--- config.mk ---
export PLATFORM = sky130hd
export DESIGN_NAME = sspcl_top
export DESIGN_NICKNAME = d
export VERILOG_FILES = /design/src/sspcl_sample_sched.v /design/src/sspcl_limit.v /design/src/sspcl_top.v
export VERILOG_INCLUDE_DIRS = /design/src /design/src/pkg
export SDC_FILE = /design/constraint.sdc
export NUM_CORES = 2
export LEC_CHECK = 0
export BUFFER_PORTS_ARGS = -buffer_cell sky130_fd_sc_hd__buf_2
export CAP_MARGIN = 20
export CORE_UTILIZATION = 55
export DETAILED_ROUTE_END_ITERATION = 6
export GPL_TIMING_DRIVEN = 1
export PLACE_DENSITY = 0.76
export SETUP_SLACK_MARGIN = 0.1
export SLEW_MARGIN = 10
export SYNTH_ARGS = -nofsm -noshare
export SYNTH_HDL_FRONTEND = slang
export SYNTH_SLANG_ARGS = --single-unit
--- constraint.sdc ---
create_clock -name clk -period 17.6 [get_ports clk]
set_input_delay 1.76 -clock clk [delete_from_list [all_inputs] [get_ports clk]]
set_output_delay 1.76 -clock clk [all_outputs]
set_load 0.02 [all_outputs]
--- src/pkg/sspcl_defs.vh ---
`ifndef SSPCL_DEFS_VH
`define SSPCL_DEFS_VH

// ***************************************************
// Clock and timing
// ***************************************************
// Counts in 20 ns clock cycles
`define SSPCL_CYC_1US 50
`define SSPCL_CYC_HALF_US 25
`define SSPCL_CYC_4US 200

// ***************************************************
// Register byte offsets
// ***************************************************
`define SSPCL_ADDR_CTRL 8'h00
`define SSPCL_ADDR_MIN_SHIFT 8'h04
`define SSPCL_ADDR_DT_SD 8'h08
`define SSPCL_ADDR_FLOOR_SPEED 8'h0C
`define SSPCL_ADDR_STARTUP_CAP 8'h10
`define SSPCL_ADDR_SLOPE 8'h14
`define SSPCL_ADDR_FULL_CAP 8'h18
`define SSPCL_ADDR_BRAKE_THR 8'h1C
`define SSPCL_ADDR_BRAKE_CAP 8'h20
`define SSPCL_ADDR_STATUS 8'h24
`define SSPCL_ADDR_LIMIT 8'h28
`define SSPCL_ADDR_SAMPLE_PTS 8'h2C

// ***************************************************
// Field positions and reset values
// ***************************************************
`define SSPCL_CTRL_SINGLE_SHUNT 0
`define SSPCL_CTRL_LOW_NOISE 1
`define SSPCL_LO_MSB 15
`define SSPCL_HI_LSB 16
`define SSPCL_RST_CTRL 2'h1
`define SSPCL_RST_MIN_SHIFT 16'h0000
`define SSPCL_RST_WORD 16'h0000
`define SSPCL_RST_FULL_CAP 16'h7FFF

`endif

--- src/sspcl_sample_sched.v ---
`include "sspcl_defs.vh"
`default_nettype none

// ***************************************************
// Sample point scheduler for peak tracking
// ***************************************************
module sspcl_sample_sched #(
   parameter W = 16
) (
   input wire clk,
   input wire rst_b,
   input wire load,
   input wire low_noise,
   input wire [W-1:0] period,
   input wire [W-1:0] ta,
   input wire [W-1:0] tb,
   input wire [W-1:0] a_start,
   input wire [W-1:0] b_start,
   input wire [W-1:0] zero_start,
   input wire [W-1:0] dead_time,
   input wire [W-1:0] sampling_delay,
   output reg [W-1:0] first_sample_point,
   output reg [W-1:0] second_sample_point
);

   localparam [W:0] ONE_US = `SSPCL_CYC_1US;
   localparam [W:0] HALF_US = `SSPCL_CYC_HALF_US;
   localparam [W:0] FOUR_US = `SSPCL_CYC_4US;

   // Keep a point inside the cycle so the sample lands before the next FOC run
   function [W-1:0] clamp;
      input [W+1:0] v;
      input [W-1:0] p;
      begin
         if (v >= {2'b00, p})
            clamp = p - {{(W-1){1'b0}}, 1'b1};
         else
            clamp = v[W-1:0];
      end
   endfunction

   reg [W+1:0] cs1_raw;
   reg [W+1:0] cs2_raw;
   reg [W+1:0] common;

   // ***************************************************
   // Point arithmetic
   // ***************************************************
   always @* begin
      common = {2'b00, dead_time} + {2'b00, sampling_delay};
      if (!low_noise) begin
         // Normal scheme: mid window plus dead time and sampling delay
         if ({1'b0, tb} < ONE_US)
            cs1_raw = {1'b0, HALF_US};
         else
            cs1_raw = {2'b00, b_start} + {3'b000, tb[W-1:1]} + common;
         if ({1'b0, ta} < ONE_US)
            cs2_raw = {2'b00, period} - {1'b0, HALF_US};
         else
            cs2_raw = {2'b00, a_start} + {3'b000, ta[W-1:1]} + common;
      end else begin
         // Low noise scheme: full time plus delays and one microsecond guard
         if ({1'b0, ta} < ONE_US) begin
            // Early start would fall before the cycle: sample just after it
            if ({1'b0, a_start} <= ONE_US)
               cs1_raw = {{(W+1){1'b0}}, 1'b1};
            else
               cs1_raw = {2'b00, a_start} - {1'b0, ONE_US};
         end else begin
            cs1_raw = {2'b00, a_start} + {2'b00, ta} + common + {1'b0, ONE_US};
         end
         if ({1'b0, tb} < ONE_US)
            cs2_raw = {2'b00, zero_start} + {1'b0, FOUR_US};
         else
            cs2_raw = {2'b00, b_start} + {2'b00, tb} + common + {1'b0, ONE_US};
      end
   end

   // ***************************************************
   // Points held for one whole PWM cycle
   // ***************************************************
   always @(posedge clk or negedge rst_b) begin
      if (!rst_b) begin
         first_sample_point <= {W{1'b0}};
         second_sample_point <= {W{1'b0}};
      end else if (load) begin
         first_sample_point <= clamp(cs1_raw, period);
         second_sample_point <= clamp(cs2_raw, period);
      end
   end

endmodule

`default_nettype wire

--- src/sspcl_limit.v ---
`include "sspcl_defs.vh"
`default_nettype none

// ***************************************************
// Speed dependent motor current limit
// ***************************************************
module sspcl_limit #(
   parameter W = 16
) (
   input wire clk,
   input wire rst_b,
   input wire update,
   input wire regen_mode,
   input wire signed [W-1:0] rotor_speed_estimate,
   input wire [W-1:0] floor_speed,
   input wire [W-1:0] startup_current_cap,
   input wire [W-1:0] limit_slope,
   input wire [W-1:0] full_speed_current_cap,
   input wire [W-1:0] braking_speed_threshold,
   input wire [W-1:0] braking_current_cap,
   output reg [W-1:0] current_limit
);

   reg [W-1:0] abs_speed;
   reg [2*W:0] ramp;
   reg [W-1:0] lim_d;

   // ***************************************************
   // Profile selection
   // ***************************************************
   always @* begin
      // Most negative speed saturates instead of wrapping
      if (rotor_speed_estimate[W-1])
         abs_speed = (rotor_speed_estimate == {1'b1, {(W-1){1'b0}}}) ?
            {1'b0, {(W-1){1'b1}}} : (~rotor_speed_estimate + {{(W-1){1'b0}}, 1'b1});
      else
         abs_speed = rotor_speed_estimate;
      ramp = {(2*W+1){1'b0}};
      if (regen_mode && (abs_speed > braking_speed_threshold)) begin
         lim_d = braking_current_cap;
      end else if (abs_speed <= floor_speed) begin
         lim_d = startup_current_cap;
      end else begin
         // Linear rise, also used below the braking threshold
         ramp = {{(W+1){1'b0}}, startup_current_cap}
            + {1'b0, ({{W{1'b0}}, abs_speed - floor_speed} * {{W{1'b0}}, limit_slope})};
         // Meeting the full cap defines the low speed threshold
         if (ramp >= {{(W+1){1'b0}}, full_speed_current_cap})
            lim_d = full_speed_current_cap;
         else
            lim_d = ramp[W-1:0];
      end
   end

   // Full cap is read live each update, so run time rewrites take hold
   always @(posedge clk or negedge rst_b) begin
      if (!rst_b)
         current_limit <= {W{1'b0}};
      else if (update)
         current_limit <= lim_d;
   end

endmodule

`default_nettype wire

--- src/sspcl_top.v ---
`include "sspcl_defs.vh"
`default_nettype none

module sspcl_top #(
   parameter W = 16
) (
   input wire clk,
   input wire rst_b,
   // APB slave
   input wire psel,
   input wire penable,
   input wire pwrite,
   input wire [7:0] paddr,
   input wire [31:0] pwdata,
   output wire pready,
   output reg [31:0] prdata,
   output wire pslverr,
   // PWM timing from the modulator
   input wire pwm_cycle_start,
   input wire sector_change,
   input wire [W-1:0] pwm_period,
   input wire [W-1:0] ta,
   input wire [W-1:0] tb,
   input wire [W-1:0] a_start,
   input wire [W-1:0] b_start,
   input wire [W-1:0] zero_start,
   // Shunt ADC
   output reg adc_trigger,
   input wire adc_valid,
   input wire [W-1:0] adc_data,
   // Reconstructed currents in normal mode
   input wire [W-1:0] q_axis_recon,
   input wire [W-1:0] d_axis_recon,
   // Speed and operating quadrant
   input wire signed [W-1:0] rotor_speed_estimate,
   input wire regen_mode,
   // Feedback and limit to the regulators
   output reg [W-1:0] q_axis_current,
   output reg [W-1:0] d_axis_current,
   output wire [W-1:0] current_limit,
   output wire peak_mode
);

   // ***************************************************
   // Register file
   // ***************************************************
   reg [1:0] ctrl_q; // Single shunt and low noise select
   reg [W-1:0] min_shift_window_q; // Phase shift window, zero closes it
   reg [W-1:0] dead_time_q; // Dead time in clock cycles
   reg [W-1:0] sampling_delay_q; // Sampling delay in clock cycles
   reg [W-1:0] floor_speed_q; // Speed below which startup cap applies
   reg [W-1:0] startup_cap_q; // Startup current cap
   reg [W-1:0] slope_q; // Limit rise per speed count
   reg [W-1:0] full_cap_q; // Full speed current cap
   reg [W-1:0] brake_thr_q; // Braking speed threshold
   reg [W-1:0] brake_cap_q; // Braking current cap

   // ***************************************************
   // Peak tracking state
   // ***************************************************
   reg [W-1:0] peak_q; // Largest sample in this sector
   reg [W-1:0] cycle_cnt_q; // Position within PWM cycle
   reg [1:0] trig_state_q; // Which sample is due next
   reg peak_mode_q; // Registered mode flag

   localparam [1:0] ST_WAIT_FIRST = 2'h0;
   localparam [1:0] ST_WAIT_SECOND = 2'h1;
   localparam [1:0] ST_DONE = 2'h2;

   wire [W-1:0] first_sample_point;
   wire [W-1:0] second_sample_point;
   wire apb_write;
   wire apb_read;
   wire addr_hit;
   wire peak_mode_d;

   // Larger of two unsigned samples
   function [W-1:0] larger;
      input [W-1:0] a;
      input [W-1:0] b;
      begin
         larger = (a > b) ? a : b;
      end
   endfunction

   // True for every mapped register offset
   function mapped;
      input [7:0] a;
      begin
         case (a)
            `SSPCL_ADDR_CTRL, `SSPCL_ADDR_MIN_SHIFT, `SSPCL_ADDR_DT_SD,
            `SSPCL_ADDR_FLOOR_SPEED, `SSPCL_ADDR_STARTUP_CAP, `SSPCL_ADDR_SLOPE,
            `SSPCL_ADDR_FULL_CAP, `SSPCL_ADDR_BRAKE_THR, `SSPCL_ADDR_BRAKE_CAP,
            `SSPCL_ADDR_STATUS, `SSPCL_ADDR_LIMIT, `SSPCL_ADDR_SAMPLE_PTS: begin
               mapped = 1'b1;
            end
            default: begin
               mapped = 1'b0;
            end
         endcase
      end
   endfunction

   // ***************************************************
   // APB handshake
   // ***************************************************
   // Zero wait states: every access completes in its first access cycle
   assign pready = 1'b1;
   assign addr_hit = mapped(paddr);
   assign pslverr = psel & penable & ~addr_hit;
   assign apb_write = psel & penable & pwrite & addr_hit;
   assign apb_read = psel & penable & ~pwrite;

   // Peak mode needs a single shunt and a fully closed window
   assign peak_mode_d = ctrl_q[`SSPCL_CTRL_SINGLE_SHUNT]
      & (min_shift_window_q == `SSPCL_RST_MIN_SHIFT);
   assign peak_mode = peak_mode_q;

   // Register writes, only at the completing access edge
   always @(posedge clk or negedge rst_b) begin
      if (!rst_b) begin
         ctrl_q <= `SSPCL_RST_CTRL;
         min_shift_window_q <= `SSPCL_RST_MIN_SHIFT;
         dead_time_q <= `SSPCL_RST_WORD;
         sampling_delay_q <= `SSPCL_RST_WORD;
         floor_speed_q <= `SSPCL_RST_WORD;
         startup_cap_q <= `SSPCL_RST_WORD;
         slope_q <= `SSPCL_RST_WORD;
         full_cap_q <= `SSPCL_RST_FULL_CAP;
         brake_thr_q <= `SSPCL_RST_WORD;
         brake_cap_q <= `SSPCL_RST_WORD;
      end else if (apb_write) begin
         case (paddr)
            `SSPCL_ADDR_CTRL: begin
               ctrl_q <= pwdata[1:0];
            end
            `SSPCL_ADDR_MIN_SHIFT: begin
               min_shift_window_q <= pwdata[`SSPCL_LO_MSB:0];
            end
            `SSPCL_ADDR_DT_SD: begin
               dead_time_q <= pwdata[`SSPCL_LO_MSB:0];
               sampling_delay_q <= pwdata[31:`SSPCL_HI_LSB];
            end
            `SSPCL_ADDR_FLOOR_SPEED: begin
               floor_speed_q <= pwdata[`SSPCL_LO_MSB:0];
            end
            `SSPCL_ADDR_STARTUP_CAP: begin
               startup_cap_q <= pwdata[`SSPCL_LO_MSB:0];
            end
            `SSPCL_ADDR_SLOPE: begin
               slope_q <= pwdata[`SSPCL_LO_MSB:0];
            end
            `SSPCL_ADDR_FULL_CAP: begin
               // Software may rewrite this live for a custom profile
               full_cap_q <= pwdata[`SSPCL_LO_MSB:0];
            end
            `SSPCL_ADDR_BRAKE_THR: begin
               brake_thr_q <= pwdata[`SSPCL_LO_MSB:0];
            end
            `SSPCL_ADDR_BRAKE_CAP: begin
               brake_cap_q <= pwdata[`SSPCL_LO_MSB:0];
            end
            default: begin
               // Read-only offsets ignore writes
            end
         endcase
      end
   end

   // Read mux, combinational so data is valid in the access cycle
   always @* begin
      prdata = 32'h00000000;
      if (apb_read) begin
         case (paddr)
            `SSPCL_ADDR_CTRL: begin
               prdata = {30'h00000000, ctrl_q};
            end
            `SSPCL_ADDR_MIN_SHIFT: begin
               prdata = {16'h0000, min_shift_window_q};
            end
            `SSPCL_ADDR_DT_SD: begin
               prdata = {sampling_delay_q, dead_time_q};
            end
            `SSPCL_ADDR_FLOOR_SPEED: begin
               prdata = {16'h0000, floor_speed_q};
            end
            `SSPCL_ADDR_STARTUP_CAP: begin
               prdata = {16'h0000, startup_cap_q};
            end
            `SSPCL_ADDR_SLOPE: begin
               prdata = {16'h0000, slope_q};
            end
            `SSPCL_ADDR_FULL_CAP: begin
               prdata = {16'h0000, full_cap_q};
            end
            `SSPCL_ADDR_BRAKE_THR: begin
               prdata = {16'h0000, brake_thr_q};
            end
            `SSPCL_ADDR_BRAKE_CAP: begin
               prdata = {16'h0000, brake_cap_q};
            end
            `SSPCL_ADDR_STATUS: begin
               // Peak value in the upper half, mode in bit zero
               prdata = {peak_q, 15'h0000, peak_mode_q};
            end
            `SSPCL_ADDR_LIMIT: begin
               prdata = {16'h0000, current_limit};
            end
            `SSPCL_ADDR_SAMPLE_PTS: begin
               prdata = {second_sample_point, first_sample_point};
            end
            default: begin
               prdata = 32'h00000000;
            end
         endcase
      end
   end

   // ***************************************************
   // Sample scheduling and current limit
   // ***************************************************
   sspcl_sample_sched #(
      .W(W)
   ) u_sched (
      .clk(clk),
      .rst_b(rst_b),
      .load(pwm_cycle_start),
      .low_noise(ctrl_q[`SSPCL_CTRL_LOW_NOISE]),
      .period(pwm_period),
      .ta(ta),
      .tb(tb),
      .a_start(a_start),
      .b_start(b_start),
      .zero_start(zero_start),
      .dead_time(dead_time_q),
      .sampling_delay(sampling_delay_q),
      .first_sample_point(first_sample_point),
      .second_sample_point(second_sample_point)
   );

   sspcl_limit #(
      .W(W)
   ) u_limit (
      .clk(clk),
      .rst_b(rst_b),
      .update(pwm_cycle_start),
      .regen_mode(regen_mode),
      .rotor_speed_estimate(rotor_speed_estimate),
      .floor_speed(floor_speed_q),
      .startup_current_cap(startup_cap_q),
      .limit_slope(slope_q),
      .full_speed_current_cap(full_cap_q),
      .braking_speed_threshold(brake_thr_q),
      .braking_current_cap(brake_cap_q),
      .current_limit(current_limit)
   );

   // ***************************************************
   // Cycle timer and ADC triggers
   // ***************************************************
   // Points load on the start pulse, so triggers count from the next edge
   always @(posedge clk or negedge rst_b) begin
      if (!rst_b) begin
         cycle_cnt_q <= {W{1'b0}};
         trig_state_q <= ST_DONE;
         adc_trigger <= 1'b0;
      end else begin
         adc_trigger <= 1'b0;
         if (pwm_cycle_start) begin
            cycle_cnt_q <= {W{1'b0}};
            trig_state_q <= peak_mode_q ? ST_WAIT_FIRST : ST_DONE;
         end else begin
            cycle_cnt_q <= cycle_cnt_q + {{(W-1){1'b0}}, 1'b1};
            case (trig_state_q)
               ST_WAIT_FIRST: begin
                  // Two triggers per cycle, in order
                  if (peak_mode_q && (cycle_cnt_q == first_sample_point)) begin
                     adc_trigger <= 1'b1;
                     trig_state_q <= ST_WAIT_SECOND;
                  end
               end
               ST_WAIT_SECOND: begin
                  if (peak_mode_q && (cycle_cnt_q == second_sample_point)) begin
                     adc_trigger <= 1'b1;
                     trig_state_q <= ST_DONE;
                  end
               end
               ST_DONE: begin
                  trig_state_q <= ST_DONE;
               end
               default: begin
                  trig_state_q <= ST_DONE;
               end
            endcase
         end
      end
   end

   // ***************************************************
   // Peak tracking
   // ***************************************************
   // A sample in the clearing cycle survives: it starts the new sector
   always @(posedge clk or negedge rst_b) begin
      if (!rst_b) begin
         peak_q <= {W{1'b0}};
         peak_mode_q <= 1'b0;
      end else begin
         peak_mode_q <= peak_mode_d;
         if (!peak_mode_d) begin
            peak_q <= {W{1'b0}};
         end else if (sector_change) begin
            peak_q <= adc_valid ? adc_data : {W{1'b0}};
         end else if (adc_valid) begin
            // Raw sample kept in the q current format, no rescaling
            peak_q <= larger(peak_q, adc_data);
         end
      end
   end

   // ***************************************************
   // Feedback to the regulators
   // ***************************************************
   // Updated once per PWM cycle, at its start pulse
   always @(posedge clk or negedge rst_b) begin
      if (!rst_b) begin
         q_axis_current <= {W{1'b0}};
         d_axis_current <= {W{1'b0}};
      end else if (pwm_cycle_start) begin
         if (peak_mode_q) begin
            q_axis_current <= peak_q;
            d_axis_current <= {W{1'b0}};
         end else begin
            q_axis_current <= q_axis_recon;
            d_axis_current <= d_axis_recon;
         end
      end
   end

endmodule

`default_nettype wire

==> impl_metrics.csv <==
group,metric,value,unit
global_routing,grt_max_degree,109,
timing,period_needed,13010,ps
floorplanning,pin_count,293,
run_status,violations,"DRC",
clock_tree,clk_path_buf_depth,3,
yosys,ys_warn_count,0,
yosys,ys_seq_area_share,20.2,%
setup_path,cp_data_arrival_time,13410,ps
placed_design,portBuffers,291,
layout,drive_above_1_share,13.4,%
clock_tree,cts_resized,0,
clock_tree,cts.sinks,262,
power_and_ir_drop,p_per_area,54.3,nW/um^2
detailed_routing,viasPerCell,6.24,
timing,period_share,73.9,%
layout,layout.nets,4801,
layout,stdcell_count,4776,
yosys,syn_area,32500,um^2
detailed_routing,drtAntennaViolNets,0,
detailed_routing,vias,29800,
setup_path,slowest_delay,550,ps
timing,tightest_slew,1130,ps
yosys,synth_seq_cells,262,
timing,finClkSkew,20.1,ps
placed_design,dpl.cell_count,4716,
yosys,async_flop_share,100,%
clock_tree,cts_setup_buffers,0,
placed_design,place.gp.congestion,1.01,
timing,setup_ws,4590,ps
clock_tree,htreeDepth,1,
yosys,syn-num-nets,4575,
yosys,ys_types,85,
timing,final_hold_viol_count,0,
timing,fin_setup_tns,0,ps
setup_path,end_kind,"register",
clock_tree,cts_tree,"built",
setup_path,critPathMaxFanout,16,
floorplanning,die_area,60100,um^2
clock_tree,worstSkewPairLatency,570,ps
floorplanning,die_y,245,um
clock_tree,clk_pin_slew,60,ps
timing,slew_headroom,24.6,%
setup_path,crit_slowest_cell,"fa_1",
placed_design,pre_cts_ws,4140,ps
floorplanning,start_util,56.0,%
detailed_routing,totalWireLength,106000,um
yosys,synthCells,3756,
timing,fmax,0.0768,GHz
global_routing,grt_pass1_wl,164000,um
yosys,ys.flop_type,"dfrtp_1",
setup_path,path_class,"in2reg",
timing,finalSetupViolCount,0,
floorplanning,num_rows,88,
yosys,synth_edf_count,0,
global_routing,grt_usage,35.0,%
detailed_routing,first_iter_violations,3383,
layout,layout_commonest_cell,"inv_1",
run_status,outcome,"finished, violations left",
clock_tree,clockRootBuffer,"clkbuf_16",
global_routing,grt_pass1_vias,28900,
placed_design,dp_hpwl,84700,um
flow_run,max_cap_viol_count,0,
setup_path,cpLargestDelayFamily,"simple AND/OR/NAND/NOR gates",
layout,syn_to_final_growth,10.2,%
global_routing,antenna_found_initial,17,
timing,rsz0062_at_grt,"false",
setup_path,cp.required,18000,ps
layout,layout_common_cells,"inv_1 (446), ha_1 (389), nand2_1 (369), buf_2 (289), dfrtp_1 (245)",
yosys,avgSynthCellArea,8.65,um^2
floorplanning,fp.dieW,245,um
clock_tree,cts_buffers,28,
power_and_ir_drop,p_leak,17.5,nW
hold_path,worstHoldPathType,"reg2reg",
detailed_routing,drcViolationCount,14,
global_routing,grt_overflow,0,
power_and_ir_drop,peakVddDrop,0.0889,mV
setup_path,path_buf_inv,5,
detailed_routing,first_pass_iters,7,
timing,slew_viol_final,0,
detailed_routing,avgRoutedWirePerCell,22.1,um
setup_path,start_kind,"input port",
floorplanning,core,58000,um^2
layout,final_util,61.7,%
clock_tree,cts_hold_buf,0,
-- through the flow --
step,instance area [um^2],hold WS (ps),total power [mW]
6_report,35800,507,1.94
5_1_grt,35800,522,2.03
4_1_cts,35800,508,1.93
3_5_place_dp,34900,493,1.32
3_3_place_gp,34900,489,1.31
2_1_floorplan,32500,445,1.10
-- worst paths after layout --
kind	start	end	slack (ps)	cells past startpoint
min in group asynchronous	rst_b	q_axis_current[15]	1240	1
max reg2reg	floor_speed_q[1]	u_limit.current_limit[3]	7190	39
min	d_axis_current[1]	d_axis_current[1]	510	1
max in group asynchronous	rst_b	startup_cap_q[9]	14750	2
max	rotor_speed_estimate[0]	u_limit.current_limit[3]	4590	48
min reg2reg	d_axis_current[1]	d_axis_current[1]	510	1
-- worst register-to-register path, delay by kind of cell, from the launching register on --
family	cells	cell delay, ps
compound gates	12	2150
fa+ha+maj	9	3860
buf+inv	4	590
xor+xnor	2	220
mux	1	240
flops	1	390
simple gates	11	2810
-- routing by layer --
metal / track usage (%) / vias to the layer above / routed length, um
li1: - / 13600 / -
met1: 47.3 / 14300 / 42700
met2: 54.4 / 1615 / 46600
met3: 6.66 / 296 / 11100
met4: 15.8 / 18 / 5200
met5: 0 / - / 105
-- cell families (layout without fill, tap and decap cells) --
family,count (synthesis),count (layout),share of synthesized area (%)
simple gates,1067,1067,15.5
compound gates,829,829,17.2
fa+ha+maj,610,610,28.6
buf+inv,596,844,6.96
flops,262,262,20.2
xor+xnor,245,245,6.60
mux,146,146,4.85
other cells,1,8,0.0115
-- Yosys cell counts (8+ instances only) --
cell,number,area share [%]
xor2_1,73,2.0
mux2_2,91,3.2
xnor2_1,172,4.6
o21a_1,39,0.90
a31oi_1,40,0.77
nor2b_1,45,0.87
nand4_1,34,0.65
a21o_1,56,1.3
dfrtp_1,245,19
nor4_1,24,0.46
ha_1,389,15
o22ai_1,33,0.64
nand2_1,369,4.3
inv_1,446,5.2
or3_1,17,0.33
clkbuf_1,133,1.5
mux2i_1,54,1.7
a21oi_1,185,2.8
o221ai_1,17,0.46
nor3_1,65,1.0
nor2_1,236,2.7
a221oi_1,50,1.3
nand2b_1,29,0.56
o2111ai_1,13,0.35
a22oi_1,14,0.32
and2_1,97,1.9
o21bai_1,25,0.58
and3_1,28,0.54
o21ai_1,11,0.17
o211ai_1,16,0.37
a222oi_1,17,0.52
dfstp_2,17,1.4
o21ai_0,148,2.3
a211oi_1,25,0.58
o41ai_1,10,0.27
a22o_1,53,1.4
fa_1,221,14
nand3_1,90,1.4
o31ai_1,8,0.18
-- report_power, final --
part	internal, mW	leakage [nW]	switching (mW)
logic	0.262	13.9	0.382
registers	0.634	3.16	0.0548
clock network	0.352	0.465	0.259
-- area by class of cell --
class                           count  area, um^2
Clock inverter                     12         130
Inverter                          447        1680
Timing Repair Buffer              345        1870
Sequential cell                   262        6580
Antenna cell                        7        17.5
Fill cell                        5030       22200
Tap cell                          765         957
Multi-Input combinational cell   2898       23800
Clock buffer                       40         816
No activity file was read; power rests on OpenSTA's default activity.
